<file path="src/adc_monitor_pkg.sv">
// Constants, types and register map for the monitor select and fault status block.
// Assumes a 100 MHz system clock and a 32-bit APB register bus.
package adc_monitor_pkg;

    // Register indices; byte address is four times the index
    localparam logic [7:0] IDX_FAULT_FLAGS = 8'h01;
    localparam logic [7:0] IDX_GAIN_CTL    = 8'h03;
    localparam logic [7:0] IDX_REF_CTL     = 8'h05;
    localparam logic [7:0] IDX_EXC_CTL     = 8'h06;
    localparam logic [7:0] IDX_SYS_CTL     = 8'h09;
    localparam logic [7:0] IDX_DATA_FRAME  = 8'h12;

    // Field positions
    localparam int unsigned MON_SEL_LSB   = 0;
    localparam int unsigned PREPEND_BIT   = 3;
    localparam int unsigned GAIN_LSB      = 0;
    localparam int unsigned AMP_EN_LSB    = 3;
    localparam int unsigned REF_MON_LSB   = 0;
    localparam int unsigned RAIL_EN_BIT   = 0;
    localparam int unsigned POR_BIT       = 7;
    localparam int unsigned RDY_N_BIT     = 6;
    localparam int unsigned RAIL_LSB      = 2;
    localparam int unsigned REF_THIRD_BIT = 1;
    localparam int unsigned REF_LOW_BIT   = 0;
    localparam int unsigned FRAME_TAG_BIT = 24;

    // Values after reset
    localparam logic [7:0] SYS_CTL_RST     = 8'h00;
    localparam logic [7:0] GAIN_CTL_RST    = 8'h00;
    localparam logic [7:0] REF_CTL_RST     = 8'h00;
    localparam logic [7:0] EXC_CTL_RST     = 8'h00;
    localparam logic [7:0] FAULT_FLAGS_RST = 8'hC0;

    localparam logic [2:0] GAIN_ONE       = 3'h0;
    localparam int unsigned SUPPLY_DIVIDE = 4;

    // Start-up time before the ready flag goes low
    localparam int unsigned CLK_PERIOD_NS   = 10;
    localparam int unsigned STARTUP_TIME_NS = 2000;
    localparam int unsigned STARTUP_CYCLES  =
        (STARTUP_TIME_NS + CLK_PERIOD_NS - 1) / CLK_PERIOD_NS;

    typedef enum logic [2:0] {
        MON_OFF      = 3'b000,
        MON_MIDSCALE = 3'b001,
        MON_TEMP     = 3'b010,
        MON_AVDD     = 3'b011,
        MON_DVDD     = 3'b100,
        MON_BO_0P2   = 3'b101,
        MON_BO_1     = 3'b110,
        MON_BO_10    = 3'b111
    } monitor_sel_t;

    typedef enum logic [1:0] {
        BO_OFF = 2'b00,
        BO_0P2 = 2'b01,
        BO_1   = 2'b10,
        BO_10  = 2'b11
    } burnout_t;

    typedef enum logic {
        ST_INIT  = 1'b0,
        ST_READY = 1'b1
    } start_state_t;

    typedef struct packed {
        logic       inputs_disconnect;
        logic       midscale_short;
        logic       temp_sensor;
        logic       analog_supply_reading;
        logic       digital_supply_reading;
        logic [2:0] gain_eff;
        logic [1:0] amp_enable;
        burnout_t   burnout_current;
        logic       burnout_source_p;
        logic       burnout_sink_n;
    } route_t;

    typedef struct packed {
        logic        with_flags;
        logic [23:0] bytes;
    } frame_t;

endpackage

</file>
<file path="src/adc_monitor_select_fault_status.sv">
// Monitor input selection, gain forcing and the fault status byte with its APB slave.
// Assumes rail and reference comparator levels and data_ready_n are synchronous to clk.
//
// The APB slave port was left to the implementer.
`timescale 1ns/1ns
`default_nettype none

// Operation
// - Selector 010 routes temperature sensor in
// - Temperature: inputs cut, selected gain kept
// - 011 analog, 100 digital supply, divided
// - Supply monitor: inputs cut, gain one
// - 101, 110, 111 pick burn-out currents
// - Source into positive, sink from negative
// - Flags readable, optionally prepended to data
// - Read returns last completed conversion flags
// - Power-on flag set, host clears it
// - Bit 6 low means started and ready
// - Bits 5 to 2 hold rail flags
// - Rail monitors gated by their enable
// - Rail faults latched, updated at end
// - Reference flags when monitor enable nonzero
// - Reference flags update on ready fall
// - Selector 001 shorts input to mid-scale
module adc_monitor_select_fault_status
    import adc_monitor_pkg::*;
#(
    parameter int unsigned ADDR_W = 8
) (
    input  wire logic              clk,
    input  wire logic              rst_n,
    input  wire logic              psel,
    input  wire logic              penable,
    input  wire logic              pwrite,
    input  wire logic [ADDR_W-1:0] paddr,
    input  wire logic [31:0]       pwdata,
    input  wire logic [3:0]        pstrb,
    output logic [31:0]            prdata,
    output logic                   pready,
    output logic                   pslverr,
    input  wire logic              data_ready_n,
    input  wire logic [15:0]       conv_data,
    input  wire logic [3:0]        rail_fault_raw,
    input  wire logic              ref_low_raw,
    input  wire logic              ref_third_raw,
    output route_t                 route,
    output frame_t                 data_frame
);

    ////////////////////////////////////////////////////////////////////////////
    // Decode helpers

    function automatic logic [7:0] reg_index(input logic [ADDR_W-1:0] a);
        return 8'(a >> 2);
    endfunction

    function automatic logic is_mapped(input logic [ADDR_W-1:0] a);
        logic [7:0] i;
        i = reg_index(a);
        return (a[1:0] == 2'b00) &&
               (i == IDX_FAULT_FLAGS || i == IDX_GAIN_CTL || i == IDX_REF_CTL ||
                i == IDX_EXC_CTL || i == IDX_SYS_CTL || i == IDX_DATA_FRAME);
    endfunction

    ////////////////////////////////////////////////////////////////////////////
    // Declarations

    start_state_t state_reg;
    logic [15:0]  startup_cnt_reg;
    logic [7:0]   sys_ctl_reg;
    logic [7:0]   gain_ctl_reg;
    logic [7:0]   ref_ctl_reg;
    logic [7:0]   exc_ctl_reg;
    logic         por_flag_reg;
    logic [3:0]   rail_flags_reg;
    logic [3:0]   rail_acc_reg;
    logic [1:0]   ref_flags_reg;
    logic [1:0]   ref_acc_reg;
    logic         data_ready_n_prev_reg;
    logic [31:0]  prdata_reg;
    frame_t       frame_reg;
    logic         conv_end;
    logic         acc_wr;
    logic         setup_rd;
    logic         rail_en;
    logic         ref_en;
    logic [3:0]   rail_live;
    logic [1:0]   ref_live;
    logic [3:0]   rail_flags_next;
    logic [1:0]   ref_flags_next;
    logic [7:0]   fault_flags;
    logic [7:0]   fault_flags_next;
    monitor_sel_t mon_sel;

    assign mon_sel   = monitor_sel_t'(sys_ctl_reg[MON_SEL_LSB +: 3]);
    assign rail_en   = exc_ctl_reg[RAIL_EN_BIT];
    assign ref_en    = |ref_ctl_reg[REF_MON_LSB +: 2];
    assign conv_end  = data_ready_n_prev_reg & ~data_ready_n;
    assign rail_live = rail_fault_raw & {4{rail_en}};
    assign ref_live  = {ref_third_raw, ref_low_raw} & {2{ref_en}};

    ////////////////////////////////////////////////////////////////////////////
    // Start-up sequencing

    always_ff @(posedge clk or negedge rst_n) begin
        if (!rst_n) begin
            state_reg       <= ST_INIT;
            startup_cnt_reg <= 16'h0000;
        end else begin
            case (state_reg)
                ST_INIT: begin
                    startup_cnt_reg <= startup_cnt_reg + 16'h0001;
                    if (startup_cnt_reg == 16'(STARTUP_CYCLES - 1)) begin
                        state_reg <= ST_READY;
                    end
                end
                ST_READY: state_reg <= ST_READY;
                default:  state_reg <= ST_INIT;
            endcase
        end
    end

    ////////////////////////////////////////////////////////////////////////////
    // APB slave

    assign pready   = (state_reg == ST_READY);
    assign pslverr  = psel & penable & pready & ~is_mapped(paddr);
    assign acc_wr   = psel & penable & pready & pwrite & is_mapped(paddr) & pstrb[0];
    assign setup_rd = psel & ~penable & ~pwrite;
    assign prdata   = prdata_reg;

    always_ff @(posedge clk or negedge rst_n) begin
        if (!rst_n) begin
            sys_ctl_reg  <= SYS_CTL_RST;
            gain_ctl_reg <= GAIN_CTL_RST;
            ref_ctl_reg  <= REF_CTL_RST;
            exc_ctl_reg  <= EXC_CTL_RST;
        end else if (acc_wr) begin
            case (reg_index(paddr))
                IDX_SYS_CTL:  sys_ctl_reg  <= pwdata[7:0];
                IDX_GAIN_CTL: gain_ctl_reg <= pwdata[7:0];
                IDX_REF_CTL:  ref_ctl_reg  <= pwdata[7:0];
                IDX_EXC_CTL:  exc_ctl_reg  <= pwdata[7:0];
                default: ;
            endcase
        end
    end

    // Read data captured in the setup cycle, shown in the access cycle
    always_ff @(posedge clk or negedge rst_n) begin
        if (!rst_n) begin
            prdata_reg <= 32'h0000_0000;
        end else if (setup_rd) begin
            case (reg_index(paddr))
                IDX_FAULT_FLAGS: prdata_reg <= {24'h00_0000, fault_flags};
                IDX_SYS_CTL:     prdata_reg <= {24'h00_0000, sys_ctl_reg};
                IDX_GAIN_CTL:    prdata_reg <= {24'h00_0000, gain_ctl_reg};
                IDX_REF_CTL:     prdata_reg <= {24'h00_0000, ref_ctl_reg};
                IDX_EXC_CTL:     prdata_reg <= {24'h00_0000, exc_ctl_reg};
                IDX_DATA_FRAME:  prdata_reg <= {7'h00, frame_reg};
                default:         prdata_reg <= 32'h0000_0000;
            endcase
            if (paddr[1:0] != 2'b00) begin
                prdata_reg <= 32'h0000_0000;
            end
        end
    end

    ////////////////////////////////////////////////////////////////////////////
    // Power-on flag

    always_ff @(posedge clk or negedge rst_n) begin
        if (!rst_n) begin
            por_flag_reg <= 1'b1;
        end else if (acc_wr && reg_index(paddr) == IDX_FAULT_FLAGS && !pwdata[POR_BIT]) begin
            por_flag_reg <= 1'b0;
        end
    end

    ////////////////////////////////////////////////////////////////////////////
    // Fault latches, flags move only at the end of a conversion

    always_comb begin
        rail_flags_next = rail_acc_reg | rail_live;
        ref_flags_next  = ref_acc_reg | ref_live;
    end

    always_ff @(posedge clk or negedge rst_n) begin
        if (!rst_n) begin
            data_ready_n_prev_reg <= 1'b1;
        end else begin
            data_ready_n_prev_reg <= data_ready_n;
        end
    end

    always_ff @(posedge clk or negedge rst_n) begin
        if (!rst_n) begin
            rail_acc_reg   <= 4'h0;
            rail_flags_reg <= 4'h0;
        end else if (conv_end) begin
            rail_flags_reg <= rail_flags_next;
            rail_acc_reg   <= 4'h0;
        end else begin
            rail_acc_reg   <= rail_flags_next;
        end
    end

    always_ff @(posedge clk or negedge rst_n) begin
        if (!rst_n) begin
            ref_acc_reg   <= 2'h0;
            ref_flags_reg <= 2'h0;
        end else if (conv_end) begin
            ref_flags_reg <= ref_flags_next;
            ref_acc_reg   <= 2'h0;
        end else begin
            ref_acc_reg   <= ref_flags_next;
        end
    end

    // Status byte: power-on, ready (low), four rail flags, two reference flags
    always_comb begin
        fault_flags                            = 8'h00;
        fault_flags[POR_BIT]                   = por_flag_reg;
        fault_flags[RDY_N_BIT]                 = (state_reg != ST_READY);
        fault_flags[RAIL_LSB +: 4]             = rail_flags_reg;
        fault_flags[REF_LOW_BIT]               = ref_flags_reg[0];
        fault_flags[REF_THIRD_BIT]             = ref_flags_reg[1];
        fault_flags_next                       = fault_flags;
        fault_flags_next[RAIL_LSB +: 4]        = rail_flags_next;
        fault_flags_next[REF_LOW_BIT]          = ref_flags_next[0];
        fault_flags_next[REF_THIRD_BIT]        = ref_flags_next[1];
    end

    ////////////////////////////////////////////////////////////////////////////
    // Conversion frame with optional leading status byte

    always_ff @(posedge clk or negedge rst_n) begin
        if (!rst_n) begin
            frame_reg <= '0;
        end else if (conv_end) begin
            frame_reg.with_flags <= sys_ctl_reg[PREPEND_BIT];
            if (sys_ctl_reg[PREPEND_BIT]) begin
                frame_reg.bytes <= {fault_flags_next, conv_data};
            end else begin
                frame_reg.bytes <= {8'h00, conv_data};
            end
        end
    end

    assign data_frame = frame_reg;

    ////////////////////////////////////////////////////////////////////////////
    // Monitor routing

    always_comb begin
        route            = '0;
        route.gain_eff   = gain_ctl_reg[GAIN_LSB +: 3];
        route.amp_enable = gain_ctl_reg[AMP_EN_LSB +: 2];
        route.burnout_current = BO_OFF;
        case (mon_sel)
            MON_OFF: ;
            MON_MIDSCALE: begin
                route.midscale_short    = 1'b1;
                route.inputs_disconnect = 1'b1;
            end
            MON_TEMP: begin
                // Gain kept as programmed; host limits it to four
                route.temp_sensor       = 1'b1;
                route.inputs_disconnect = 1'b1;
            end
            MON_AVDD: begin
                route.analog_supply_reading = 1'b1;
                route.inputs_disconnect     = 1'b1;
                route.gain_eff              = GAIN_ONE;
            end
            MON_DVDD: begin
                route.digital_supply_reading = 1'b1;
                route.inputs_disconnect      = 1'b1;
                route.gain_eff               = GAIN_ONE;
            end
            MON_BO_0P2: route.burnout_current = BO_0P2;
            MON_BO_1:   route.burnout_current = BO_1;
            MON_BO_10:  route.burnout_current = BO_10;
            default: ;
        endcase
        route.burnout_source_p = (route.burnout_current != BO_OFF);
        route.burnout_sink_n   = (route.burnout_current != BO_OFF);
    end
endmodule

`default_nettype wire

</file>
<file path="config.mk">
export PLATFORM = sky130hd
export DESIGN_NAME = adc_monitor_select_fault_status
export DESIGN_NICKNAME = d
export VERILOG_FILES = /design/src/adc_monitor_pkg.sv /design/src/adc_monitor_select_fault_status.sv
export SDC_FILE = /design/constraint.sdc
export NUM_CORES = 1
export LEC_CHECK = 0
export BUFFER_PORTS_ARGS = -buffer_cell sky130_fd_sc_hd__buf_2
export CORE_MARGIN = 1
export CORE_UTILIZATION = 56
export CTS_CLUSTER_DIAMETER = 200
export DETAILED_ROUTE_END_ITERATION = 10
export GPL_TIMING_DRIVEN = 0
export PLACE_DENSITY = 0.86
export REMOVE_ABC_BUFFERS = 1
export SYNTH_ARGS = -nofsm -noshare
export SYNTH_HDL_FRONTEND = slang
export SYNTH_SLANG_ARGS = --single-unit
</file>
<file path="constraint.sdc">
create_clock -name clk -period 2.46 [get_ports clk]
set_clock_uncertainty 0.15 [all_clocks]
set_input_delay 0.492 -clock clk [delete_from_list [all_inputs] [get_ports clk]]
set_output_delay 0.492 -clock clk [all_outputs]
set_load 0.02 [all_outputs]
</file>
==> summary.md, run 1 <==
| Metric | Value |
|---|---|
| Status | complete, no violations |
| FF/Latch Area | 2830 µm² |
| Boundary Pins | 145 |
| Endpoint of the most critical setup path | pslverr |
| Top metal layer carrying routed signals | met4 |
| Mux cell area share after synthesis | 8.61% |
| Parity-gate share of the synthesized area counting xor and xnor cells | 2.68% |
| Most common library cell in the layout ignoring fill and taps | sky130_fd_sc_hd__buf_2 |
| Per-cell routed wire length | 18.8 µm |
| Number of distinct library cells after synthesis | 52 |
| Number of synthesis warnings | 0 |
| Placed Cells | 625 |
| Mapped Avg Cell Area | 11.4 µm² |
| Worst setup slack before clock tree synthesis | -0.440 ns |
| Headroom to the max-slew limit | 20.5% |
| WP data required | 1.82 ns |
| Area share of fa/ha/maj cells after synthesis | 0.256% |
| Core occupancy in the finished layout | 74.0% |
| Setup slack of the worst register-to-register path | 0.42 ns |
| Initial Utilization | 58.7% |
| Length of routed wiring on met1 | 5080 µm |
| PD cells | 774 nW/µm² |
| Number of antenna violations at the first check in global routing | 0 |
| Post-route non-filler standard cell count | 661 |
| Worst vdd ir | 0.478 mV |
| Number of buffers inserted by port buffering | 110 |
| Post-synth ARST share | 100% |
| DP Area | 5490 µm² |
| Vias in the first global route | 3960 |
| Fin Hold WS | 0.0148 ns |
| Overall Global Routing Usage | 29.5% |
| Minimum clock period | 2.31 ns |
| Static Leak | 3.20 nW |
| Via count | 3848 |
| Final Setup Violations | 0 |
| First-pass GRT wire length | 19600 µm |
| Hold depth | 3 |
| Slew at the pin closest to its max-slew limit | 1.19 ns |
| Max-Cap Viols | 0 |
| Fin worst setup slack | 0.152 ns |
| Chip Width | 95.5 µm |
| Commonest cells after routing, fill and taps aside | sky130_fd_sc_hd__buf_2 (109), sky130_fd_sc_hd__dfrtp_1 (108), sky130_fd_sc_hd__nand2_1 (88) |
| Worst r2r path cells | 4 |
| Vias per inst | 5.82 |
| Commonest register cell after synthesis | sky130_fd_sc_hd__dfrtp_1 |
| DRC Markers | 0 |
| Syn Std Cell Area | 4900 µm² |
| Final estimated routing congestion in global placement | 0.838 |
| Setup repair after global routing missed its margin | false |
| Flop and latch count out of synthesis | 113 |
| TritonCTS sink count | 113 |
| Area growth, synth to finish | 26.1% |
| Sum of net half-perimeters after detailed placement | 7970 µm |
| Power consumption | 4.78 mW |
| Antenna diode count | 0 |
| Mapped Cells | 430 |
| Worst Min Path Start | conv_data[7] |
| Largest net degree at the start of global routing | 77 |
| Hold WC Path Type | in -> reg |
| Detailed Routing Iterations Pass 1 | 5 |
| Arrival time at the worst endpoint | 1.67 ns |
| Setup total negative slack | 0 ns |
| Vertical die dimension | 95.5 µm |
| Compound-gate portion of the synthesized area | 10.3% |
| Met3 routed wirelength | 730 µm |
| TritonCTS clock tree | built |
| Max frequency | 433 MHz |
| Clk_lat worst skew | 0.51 ns |
| Terminus of the critical flop-to-flop path | ref_ctl_reg[5]$_DFFE_PN0P_ |
| Post-synthesis share of cell area spent on and, or, nand and nor gates | 16.8% |
| Worst Setup Path Type | in -> out |
| Final max-slew violation count | 0 |
| Core area | 8340 µm² |
| CTS H-Tree Depth | 4 |
| Crit. End Element | primary output |
| Num CTS Buffers | 17 |
| Clock Root Buffer | sky130_fd_sc_hd__clkbuf_8 |
| Post-synthesis sequential area ratio | 57.8% |
| Dominant combinational cell family by area after synthesis | simple AND/OR/NAND/NOR gates |
| Remaining Overflow, GRT | 0 |
| Fillers | 555 |
| Fin area | 6180 µm² |
| Clock slew seen by the registers of the worst setup and hold paths | 0.06 ns |
| Std cell rows | 33 |
| Final critical-path share of the clock period | 93.8% |
| Total Routed Length | 12400 µm |
| Number of flops mapped to enable cells by yosys | 0 |
| Source of the worst register-to-register timing path | pready$_DFF_PN0_ |
| Area of combinational cells with multiple inputs | 1920 µm² |
| Hold violation count in the final report | 0 |
| Antenna violation net count after detailed routing | 0 |
| Starting DRC count in detailed routing | 182 |
| DR WL met2 | 6220 µm |
| Fraction of layout cells with a size suffix above 1 | 34.2% |
| Floorplan die area | 9120 µm² |
| Category of the worst setup path launch point | input port |
| Maximum root-to-sink buffer count | 2 |
| Start point of the critical path | paddr[3] |
| Worst-path maximum fanout | 8 |
| Final net count | 616 |
==> layer usage <==
| layer | global-route usage, % | vias up |
|---|---|---|
| met4 | 15.2 | 0 |
| met5 | 0 | - |
| li1 | - | 1728 |
| met1 | 35.1 | 1922 |
| met3 | 7.26 | 32 |
| met2 | 49.6 | 166 |
==> cells by family (layout without fill, tap and decap cells) <==
group,count (synthesis),in the layout
AND/OR/NAND/NOR,162,162
adder cells (fa/ha/maj),1,1
AO/OA/AOI/OAI,72,72
multiplexers,35,35
other,1,7
XOR/XNOR,15,15
flip-flops,113,113
buffers and inverters,31,151
==> synthesized netlist by cell type (4+ instances only) <==
cell                       count  area share, %
sky130_fd_sc_hd__a21oi_1       7           0.72
sky130_fd_sc_hd__a22o_1       19            3.4
sky130_fd_sc_hd__a22oi_1      18            2.8
sky130_fd_sc_hd__and2_1        8            1.0
sky130_fd_sc_hd__and3_1        8            1.0
sky130_fd_sc_hd__buf_2         4           0.41
sky130_fd_sc_hd__buf_4        11            1.7
sky130_fd_sc_hd__clkbuf_1     12           0.92
sky130_fd_sc_hd__dfrtp_1     111             57
sky130_fd_sc_hd__mux2_2       24            5.5
sky130_fd_sc_hd__mux2_4        8            2.5
sky130_fd_sc_hd__nand2_1      88            6.7
sky130_fd_sc_hd__nand3_1       9           0.92
sky130_fd_sc_hd__nor2_1       12           0.92
sky130_fd_sc_hd__nor2b_1       4           0.51
sky130_fd_sc_hd__nor3_1        5           0.51
sky130_fd_sc_hd__nor4_1        5           0.64
sky130_fd_sc_hd__o21ai_0      12            1.2
sky130_fd_sc_hd__o21ai_1       8           0.82
sky130_fd_sc_hd__xnor2_1      11            2.0
sky130_fd_sc_hd__xor2_1        4           0.72
==> cell type report <==
cell class                 instances  share of cell area [%]
multi-input combinational        292                    31.1
clock inverter                     8                    2.43
tap                              105                    2.13
inverter                           3                   0.182
sequential                       113                    45.9
clock buffer                      24                    7.78
timing repair buffer             116                    10.5
==> worst max-delay path: stages <==
cell and delay [ns]:
sky130_fd_sc_hd__buf_2 0.21, sky130_fd_sc_hd__nand2_1 0.09, sky130_fd_sc_hd__and3b_1 0.18, sky130_fd_sc_hd__o31a_1 0.33, sky130_fd_sc_hd__a21oi_1 0.17, sky130_fd_sc_hd__buf_2 0.19
==> worst min-delay path by stage <==
stage	end	slack, ns
floorplan	data_frame[0]$_DFFE_PN0P_	0.05
global placement	por_flag_reg$_DFFE_PN1P_	0.29
detailed placement	por_flag_reg$_DFFE_PN1P_	0.29
CTS	data_frame[15]$_DFFE_PN0P_	0.002
global route	data_frame[11]$_DFFE_PN0P_	0.02
finish	data_frame[7]$_DFFE_PN0P_	0.01
==> timing repair <==
action | 4_1_cts | 5_1_grt
buffers inserted | 0 | 1
endpoints found under the setup margin | 1 | 21
resized for setup | 0 | 4
hold buffers | 3 | 0
cloned | 0 | 0
hold endpoints to repair | 38 | 0
pin swaps | 1 | 1
==> where the power goes <==
part | total, mW | switching (mW) | leakage [nW] | internal [mW]
Clock | 2.59 | 0.834 | 0.305 | 1.75
Combinational | 0.267 | 0.184 | 1.36 | 0.0831
Sequential | 1.93 | 0.0311 | 1.53 | 1.90
Total | 4.78 | 1.05 | 3.20 | 3.73
(Power assumes the default switching activity.)
==> run 2, diff against run 1 <==
--- a/config.mk
+++ b/config.mk
@@ -6,13 +6,16 @@
 export NUM_CORES = 1
 export LEC_CHECK = 0
 export BUFFER_PORTS_ARGS = -buffer_cell sky130_fd_sc_hd__buf_2
+export CELL_PAD_IN_SITES_DETAIL_PLACEMENT = 0
+export CELL_PAD_IN_SITES_GLOBAL_PLACEMENT = 1
 export CORE_MARGIN = 1
-export CORE_UTILIZATION = 56
+export CORE_UTILIZATION = 43
 export CTS_CLUSTER_DIAMETER = 200
 export DETAILED_ROUTE_END_ITERATION = 10
 export GPL_TIMING_DRIVEN = 0
-export PLACE_DENSITY = 0.86
+export PLACE_DENSITY_LB_ADDON = 0.1
 export REMOVE_ABC_BUFFERS = 1
+export SKIP_LAST_GASP = 1
 export SYNTH_ARGS = -nofsm -noshare
 export SYNTH_HDL_FRONTEND = slang
 export SYNTH_SLANG_ARGS = --single-unit
==> summary.md, run 2 (synthesis gave the netlist of run 1 again) <==
| Metric | Value |
|---|---|
| Status | finished, violations left |
| Violated checks | hold timing |
| Per-cell routed wire length | 16.8 µm (-11%) |
| Total Routed Length | 11600 µm (-6.3%) |
| Vertical die dimension | 109 µm (+14%) |
| Antenna violation net count after detailed routing | 0 (unchanged) |
| Worst-path maximum fanout | 8 (unchanged) |
| Max-Cap Viols | 0 (unchanged) |
| Endpoint of the most critical setup path | pslverr |
| Crit path cell chain | buf_2 -> or2b_1 -> o31ai_1 -> o31a_1 -> a21oi_1 -> buf_2 |
| WP data required | 1.82 ns (about the same) |
| Starting DRC count in detailed routing | 216 (+19%) |
| Setup slack of the worst register-to-register path | 0.39 ns (-0.03 ns) |
| Clock Root Buffer | sky130_fd_sc_hd__clkbuf_16 |
| Delay of the slowest cell on the worst path | 0.28 ns (-0.05 ns) |
| TritonCTS sink count | 113 (unchanged) |
| Fin Hold WS | -0.0128 ns (-0.0276 ns) |
| CTS H-Tree Depth | 4 (unchanged) |
| Number of cells on the critical path | 6 (unchanged) |
| Antenna diode count | 0 (unchanged) |
| Fraction of layout cells with a size suffix above 1 | 33.3% (-0.90 points) |
| Num CTS Buffers | 17 (unchanged) |
| Static Leak | 3.16 nW (-1.3%) |
| Power consumption | 4.45 mW (-7.0%) |
| Crit. End Element | primary output |
| Detailed Routing Iterations Pass 1 | 4 (-1) |
| Hold WC Path Type | in -> async |
| Slew at the pin closest to its max-slew limit | 1.16 ns (-0.0290 ns) |
| Largest net degree at the start of global routing | 59 (-23%) |
| Maximum root-to-sink buffer count | 2 (unchanged) |
| Most common library cell in the layout ignoring fill and taps | sky130_fd_sc_hd__dfrtp_1 |
| Number of antenna violations at the first check in global routing | 0 (unchanged) |
| Start point of the critical path | paddr[3] |
| Fin worst setup slack | 0.183 ns (+0.0311 ns) |
| Floorplan die area | 11800 µm² (+30%) |
| Final critical-path share of the clock period | 92.5% (-1.3 points) |
| Clk_lat worst skew | 0.41 ns (-0.10 ns) |
| Final estimated routing congestion in global placement | 0.729 (-13%) |
| Arrival time at the worst endpoint | 1.63 ns (-0.04 ns) |
| Final max-slew violation count | 0 (unchanged) |
| Vias in the first global route | 3581 (-9.6%) |
| Vias per inst | 5.20 (-11%) |
| Category of the worst setup path launch point | input port |
| Worst setup slack before clock tree synthesis | -0.544 ns (-0.104 ns) |
| Worst path top cell family by delay | compound AO/OA/AOI/OAI gates |
| Boundary Pins | 145 (unchanged) |
| Final net count | 613 (-0.49%) |
| First-pass GRT wire length | 18800 µm (-3.8%) |
| Std cell rows | 38 (+15%) |
| Headroom to the max-slew limit | 22.4% (+1.9 points) |
| Core area | 11000 µm² (+32%) |
| Remaining Overflow, GRT | 0 (unchanged) |
| Terminus of the critical flop-to-flop path | startup_cnt_reg[15]$_DFFE_PN0N_ |
| Sum of net half-perimeters after detailed placement | 7940 µm (-0.33%) |
| Commonest cells after routing, fill and taps aside | sky130_fd_sc_hd__dfrtp_1 (111), sky130_fd_sc_hd__buf_2 (109), sky130_fd_sc_hd__nand2_1 (88) |
| Max frequency | 439 MHz (+1.4%) |
| Critical path's most frequent cell | sky130_fd_sc_hd__buf_2 |
| Fin area | 6110 µm² (-0.99%) |
| Number of buffers inserted by port buffering | 110 (unchanged) |
| Area growth, synth to finish | 24.9% |
| Source of the worst register-to-register timing path | pready$_DFF_PN0_ |
| Worst Setup Path Type | in -> out |
| DP Area | 5550 µm² (+1.0%) |
| Final Setup Violations | 0 (unchanged) |
| TritonCTS clock tree | built |
| Worst r2r path cells | 5 (+1) |
| Clock slew seen by the registers of the worst setup and hold paths | 0.05 ns (about the same) |
| Worst vdd ir | 0.604 mV (+26%) |
| Overall Global Routing Usage | 21.8% (-7.7 points) |
| Hold violation count in the final report | 7 (+7) |
| CP max-delay cell | sky130_fd_sc_hd__or2b_1 |
| Chip Width | 109 µm (+14%) |
| Setup repair after global routing missed its margin | false |
| PD cells | 728 nW/µm² (-6.0%) |
| Initial Utilization | 44.6% (-14 points) |
| Hold buffer count at CTS | 0 (-3) |
| DRC Markers | 0 (unchanged) |
| Minimum clock period | 2.28 ns (-0.0311 ns) |
| Via count | 3604 (-6.3%) |
| Post_cts resized | 0 (unchanged) |
| Critical path buffer and inverter count | 2 (unchanged) |
-- run 2: cell types whose count changed in the layout (fill, tap and decap cells not counted) --
cell,delta
sky130_fd_sc_hd__clkinv_4,-2
sky130_fd_sc_hd__buf_16,+1
sky130_fd_sc_hd__clkbuf_1,+3
sky130_fd_sc_hd__dlygate4sd3_1,-3
sky130_fd_sc_hd__clkbuf_16,+1
sky130_fd_sc_hd__dfrtp_1,+3
sky130_fd_sc_hd__bufinv_16,-3
sky130_fd_sc_hd__dfrtp_2,-3
sky130_fd_sc_hd__buf_8,-1
sky130_fd_sc_hd__clkinv_2,+3
sky130_fd_sc_hd__clkbuf_8,-2
-- run 2: per-layer routing --
layer / up-vias / routed length [µm] / GRT usage, %
li1: 1718 / - / -
met1: 1787 / 5320 / 28.9
met2: 90 / 5560 / 33.3
met3: 9 / 604 / 6.75
met4: 0 / 142 / 8.40
met5: - / 0 / 0
-- run 2: metrics by stage --
stage,std cells,setup TNS (ns),util [%],hold WS (ns)
2_1_floorplan,408,0,-,0.0464
5_1_grt,693,0,55.7,0.0258
6_report,693,0,55.7,-0.0128
3_5_place_dp,660,-10.92,50.5,0.309
4_1_cts,693,0,55.7,0.00950
3_3_place_gp,658,-80.63,49.9,0.305
-- run 2: worst reg2reg max path, cell delays in order (launching register included) --
cell and delay [ns]:
sky130_fd_sc_hd__dfrtp_1 0.46, sky130_fd_sc_hd__inv_1 0.25, sky130_fd_sc_hd__nand4_1 0.26, sky130_fd_sc_hd__nor4_1 0.50, sky130_fd_sc_hd__nand3_1 0.17, sky130_fd_sc_hd__xnor2_1 0.16
-- run 2: what timing repair did --
item | in CTS | in global routing
setup endpoints to repair | 17 | 0
buffers inserted | 1 | 0
hold endpoints to repair | 0 | 0
-- run 2: how the worst min path moves through the flow --
stage,start,end,slack [ns],cells past startpoint
3_3_place_gp,por_flag_reg$_DFFE_PN1P_,por_flag_reg$_DFFE_PN1P_,0.31,2
6_report,rst_n,prdata[11]$_DFFE_PN0P_,-0.01,1
4_1_cts,rst_n,prdata[11]$_DFFE_PN0P_,0.009,1
2_1_floorplan,rst_n,data_frame[0]$_DFFE_PN0P_,0.05,0
5_1_grt,data_ready_n,data_ready_n_prev_reg$_DFF_PN1_,0.03,1
3_5_place_dp,por_flag_reg$_DFFE_PN1P_,por_flag_reg$_DFFE_PN1P_,0.31,2
-- run 2: where the power goes --
part	internal (mW)	switching [mW]	total, mW
registers	1.90	0.0313	1.93
logic	0.0822	0.180	0.262
clock network	1.46	0.800	2.26
-- run 2: final cells by class --
cell class	instances	area, µm²
Sequential cell	113	2830
Timing Repair Buffer	113	628
Tap cell	140	175
Clock inverter	6	57.6
Multi-Input combinational cell	292	1920
Fill cell	991	4870
Clock buffer	26	489
Inverter	3	11.3
==> run 3, diff against run 2 <==
--- a/config.mk
+++ b/config.mk
@@ -10,6 +10,7 @@
 export CELL_PAD_IN_SITES_GLOBAL_PLACEMENT = 1
 export CORE_MARGIN = 1
 export CORE_UTILIZATION = 43
+export CTS_BUF_LIST = sky130_fd_sc_hd__clkbuf_4 sky130_fd_sc_hd__clkbuf_8 sky130_fd_sc_hd__clkbuf_16
 export CTS_CLUSTER_DIAMETER = 200
 export DETAILED_ROUTE_END_ITERATION = 10
 export GPL_TIMING_DRIVEN = 0
==> summary.md, run 3 (synthesis gave the netlist of run 1 again) <==
| Metric | Value |
|---|---|
| Remaining Overflow, GRT | 0 (unchanged) |
| Core occupancy in the finished layout | 55.9% (+0.20 points) |
| TritonCTS sink count | 113 (unchanged) |
| Minimum clock period | 2.28 ns (-0.000625 ns) |
| Headroom to the max-slew limit | 22.1% (-0.38 points) |
| Initial Utilization | 44.6% (unchanged) |
| Critical path buffer and inverter count | 2 (unchanged) |
| Fillers | 985 (-0.61%) |
| Area of combinational cells with multiple inputs | 1920 µm² (unchanged) |
| Status | finished, violations left |
| Max-Cap Viols | 0 (unchanged) |
| Source of the worst register-to-register timing path | pready$_DFF_PN0_ |
| Buffers inserted by post-CTS timing repair | 1 (unchanged) |
| Fin worst setup slack | 0.184 ns (+0.000625 ns) |
| Final estimated routing congestion in global placement | 0.729 (unchanged) |
| Largest net degree at the start of global routing | 59 (unchanged) |
| Post_cts resized | 0 (unchanged) |
| Top metal layer carrying routed signals | met4 |
| Clk_lat worst skew | 0.41 ns (about the same) |
| Most common library cell in the layout ignoring fill and taps | sky130_fd_sc_hd__dfrtp_1 |
| Clock Root Buffer | sky130_fd_sc_hd__clkbuf_16 |
| Length of routed wiring on met1 | 5300 µm (-0.34%) |
| Fraction of layout cells with a size suffix above 1 | 34.4% (+1.1 points) |
| Final Setup Violations | 0 (unchanged) |
| Boundary Pins | 145 (unchanged) |
| Slew at the pin closest to its max-slew limit | 1.17 ns (+0.00568 ns) |
| Worst r2r path cells | 5 (unchanged) |
| Number of antenna violations at the first check in global routing | 0 (unchanged) |
| Total Routed Length | 11600 µm (-0.15%) |
| Vertical die dimension | 109 µm (unchanged) |
| Area growth, synth to finish | 25.4% |
| Floorplan die area | 11800 µm² (unchanged) |
| Num CTS Buffers | 17 (unchanged) |
| FF/Latch Area | 2830 µm² (unchanged) |
| PD cells | 735 nW/µm² (+1.0%) |
| Hold WC Path Type | in -> async |
| Maximum root-to-sink buffer count | 2 (unchanged) |
| Static Leak | 3.18 nW (+0.65%) |
| Worst vdd ir | 0.604 mV (about the same) |
| Commonest cells after routing, fill and taps aside | sky130_fd_sc_hd__dfrtp_1 (111), sky130_fd_sc_hd__buf_2 (109), sky130_fd_sc_hd__nand2_1 (88) |
| WP data required | 1.82 ns (about the same) |
| Worst Setup Path Type | in -> out |
| DR WL met2 | 5540 µm (-0.43%) |
| Delay of the slowest cell on the worst path | 0.28 ns (about the same) |
| Per-cell routed wire length | 16.8 µm (-0.15%) |
| First-pass GRT wire length | 18800 µm (-0.33%) |
| Sum of net half-perimeters after detailed placement | 7940 µm (unchanged) |
| Met3 routed wirelength | 677 µm (+12%) |
| Worst path top cell family by delay | compound AO/OA/AOI/OAI gates |
| Final net count | 613 (unchanged) |
| Arrival time at the worst endpoint | 1.63 ns (about the same) |
| Terminus of the critical flop-to-flop path | startup_cnt_reg[15]$_DFFE_PN0N_ |
| Violated checks | hold timing |
| Antenna violation net count after detailed routing | 0 (unchanged) |
| Max frequency | 439 MHz (about the same) |
| CP max-delay cell | sky130_fd_sc_hd__or2b_1 |
| Vias per inst | 5.17 (-0.61%) |
| Crit. End Element | primary output |
| Hold violation count in the final report | 7 (unchanged) |
| Critical path's most frequent cell | sky130_fd_sc_hd__buf_2 |
| TritonCTS clock tree | built |
| Final critical-path share of the clock period | 92.5% (about the same) |
| Core area | 11000 µm² (unchanged) |
| Clock slew seen by the registers of the worst setup and hold paths | 0.05 ns (about the same) |
| Antenna diode count | 0 (unchanged) |
| Vias in the first global route | 3579 (-0.056%) |
| Starting DRC count in detailed routing | 231 (+6.9%) |
| Detailed Routing Iterations Pass 1 | 4 (unchanged) |
| Chip Width | 109 µm (unchanged) |
| Setup repair after global routing missed its margin | false |
| Setup slack of the worst register-to-register path | 0.39 ns (about the same) |
| Number of buffers inserted by port buffering | 110 (unchanged) |
| Crit path cell chain | buf_2 -> or2b_1 -> o31ai_1 -> o31a_1 -> a21oi_1 -> buf_2 |
| Fin Hold WS | -0.0130 ns (-0.000233 ns) |
| CTS H-Tree Depth | 4 (unchanged) |
| DRC Markers | 0 (unchanged) |
| Std cell rows | 38 (unchanged) |
| Final max-slew violation count | 0 (unchanged) |
| Overall Global Routing Usage | 21.7% (-0.052 points) |
| Category of the worst setup path launch point | input port |
| Worst setup slack before clock tree synthesis | -0.544 ns (unchanged) |
| Via count | 3582 (-0.61%) |
| Worst-path maximum fanout | 8 (unchanged) |
| Hold buffer count at CTS | 0 (unchanged) |
[run 3: cell types whose count changed in the layout (fill, tap and decap cells not counted)]
cell,previous run,this run
sky130_fd_sc_hd__clkbuf_1,6,0
sky130_fd_sc_hd__clkbuf_4,0,6
[run 3: how the worst max path moves through the flow]
| stage | startpoint | endpoint | slack, ns | cells after the start |
|---|---|---|---|---|
| final | paddr[3] | pslverr | 0.18 | 6 |
| after global routing | sys_ctl_reg[2]$_DFFE_PN0P_ | route[7] | 0.06 | 4 |
| after CTS | paddr[3] | pslverr | 0.19 | 6 |
| after detailed placement | penable | prdata[18]$_DFFE_PN0P_ | -0.54 | 4 |
| after global placement | data_ready_n | data_frame[21]$_DFFE_PN0P_ | -0.63 | 4 |
| after floorplan | penable | prdata[10]$_DFFE_PN0P_ | 0.20 | 3 |
[run 3: cell type report]
cell class	count	area share, %
Multi-Input combinational cell	292	31.3
Timing Repair Buffer	113	10.2
Tap cell	140	2.85
Clock buffer	26	8.34
Inverter	3	0.183
Sequential cell	113	46.1
Clock inverter	6	0.938
[run 3: report_power, final]
part	internal, mW	switching, mW
Sequential	1.90	0.0315
Clock	1.52	0.796
Combinational	0.0822	0.179
[run 3: routing by layer]
layer	track usage, %	up-vias
met3	6.75	5
met4	8.40	0
met1	28.8	1770
met5	0	-
li1	-	1714
met2	33.2	93
[run 3: per-stage QoR]
step	instance area, µm²	power [mW]	std cells	TNS [ns]
6_report	6140	4.51	693	0
5_1_grt	6140	4.70	693	0
4_1_cts	6130	4.57	693	0
3_5_place_dp	5550	2.23	660	-10.92
3_3_place_gp	5490	2.21	658	-80.63
2_1_floorplan	4760	2.06	408	0
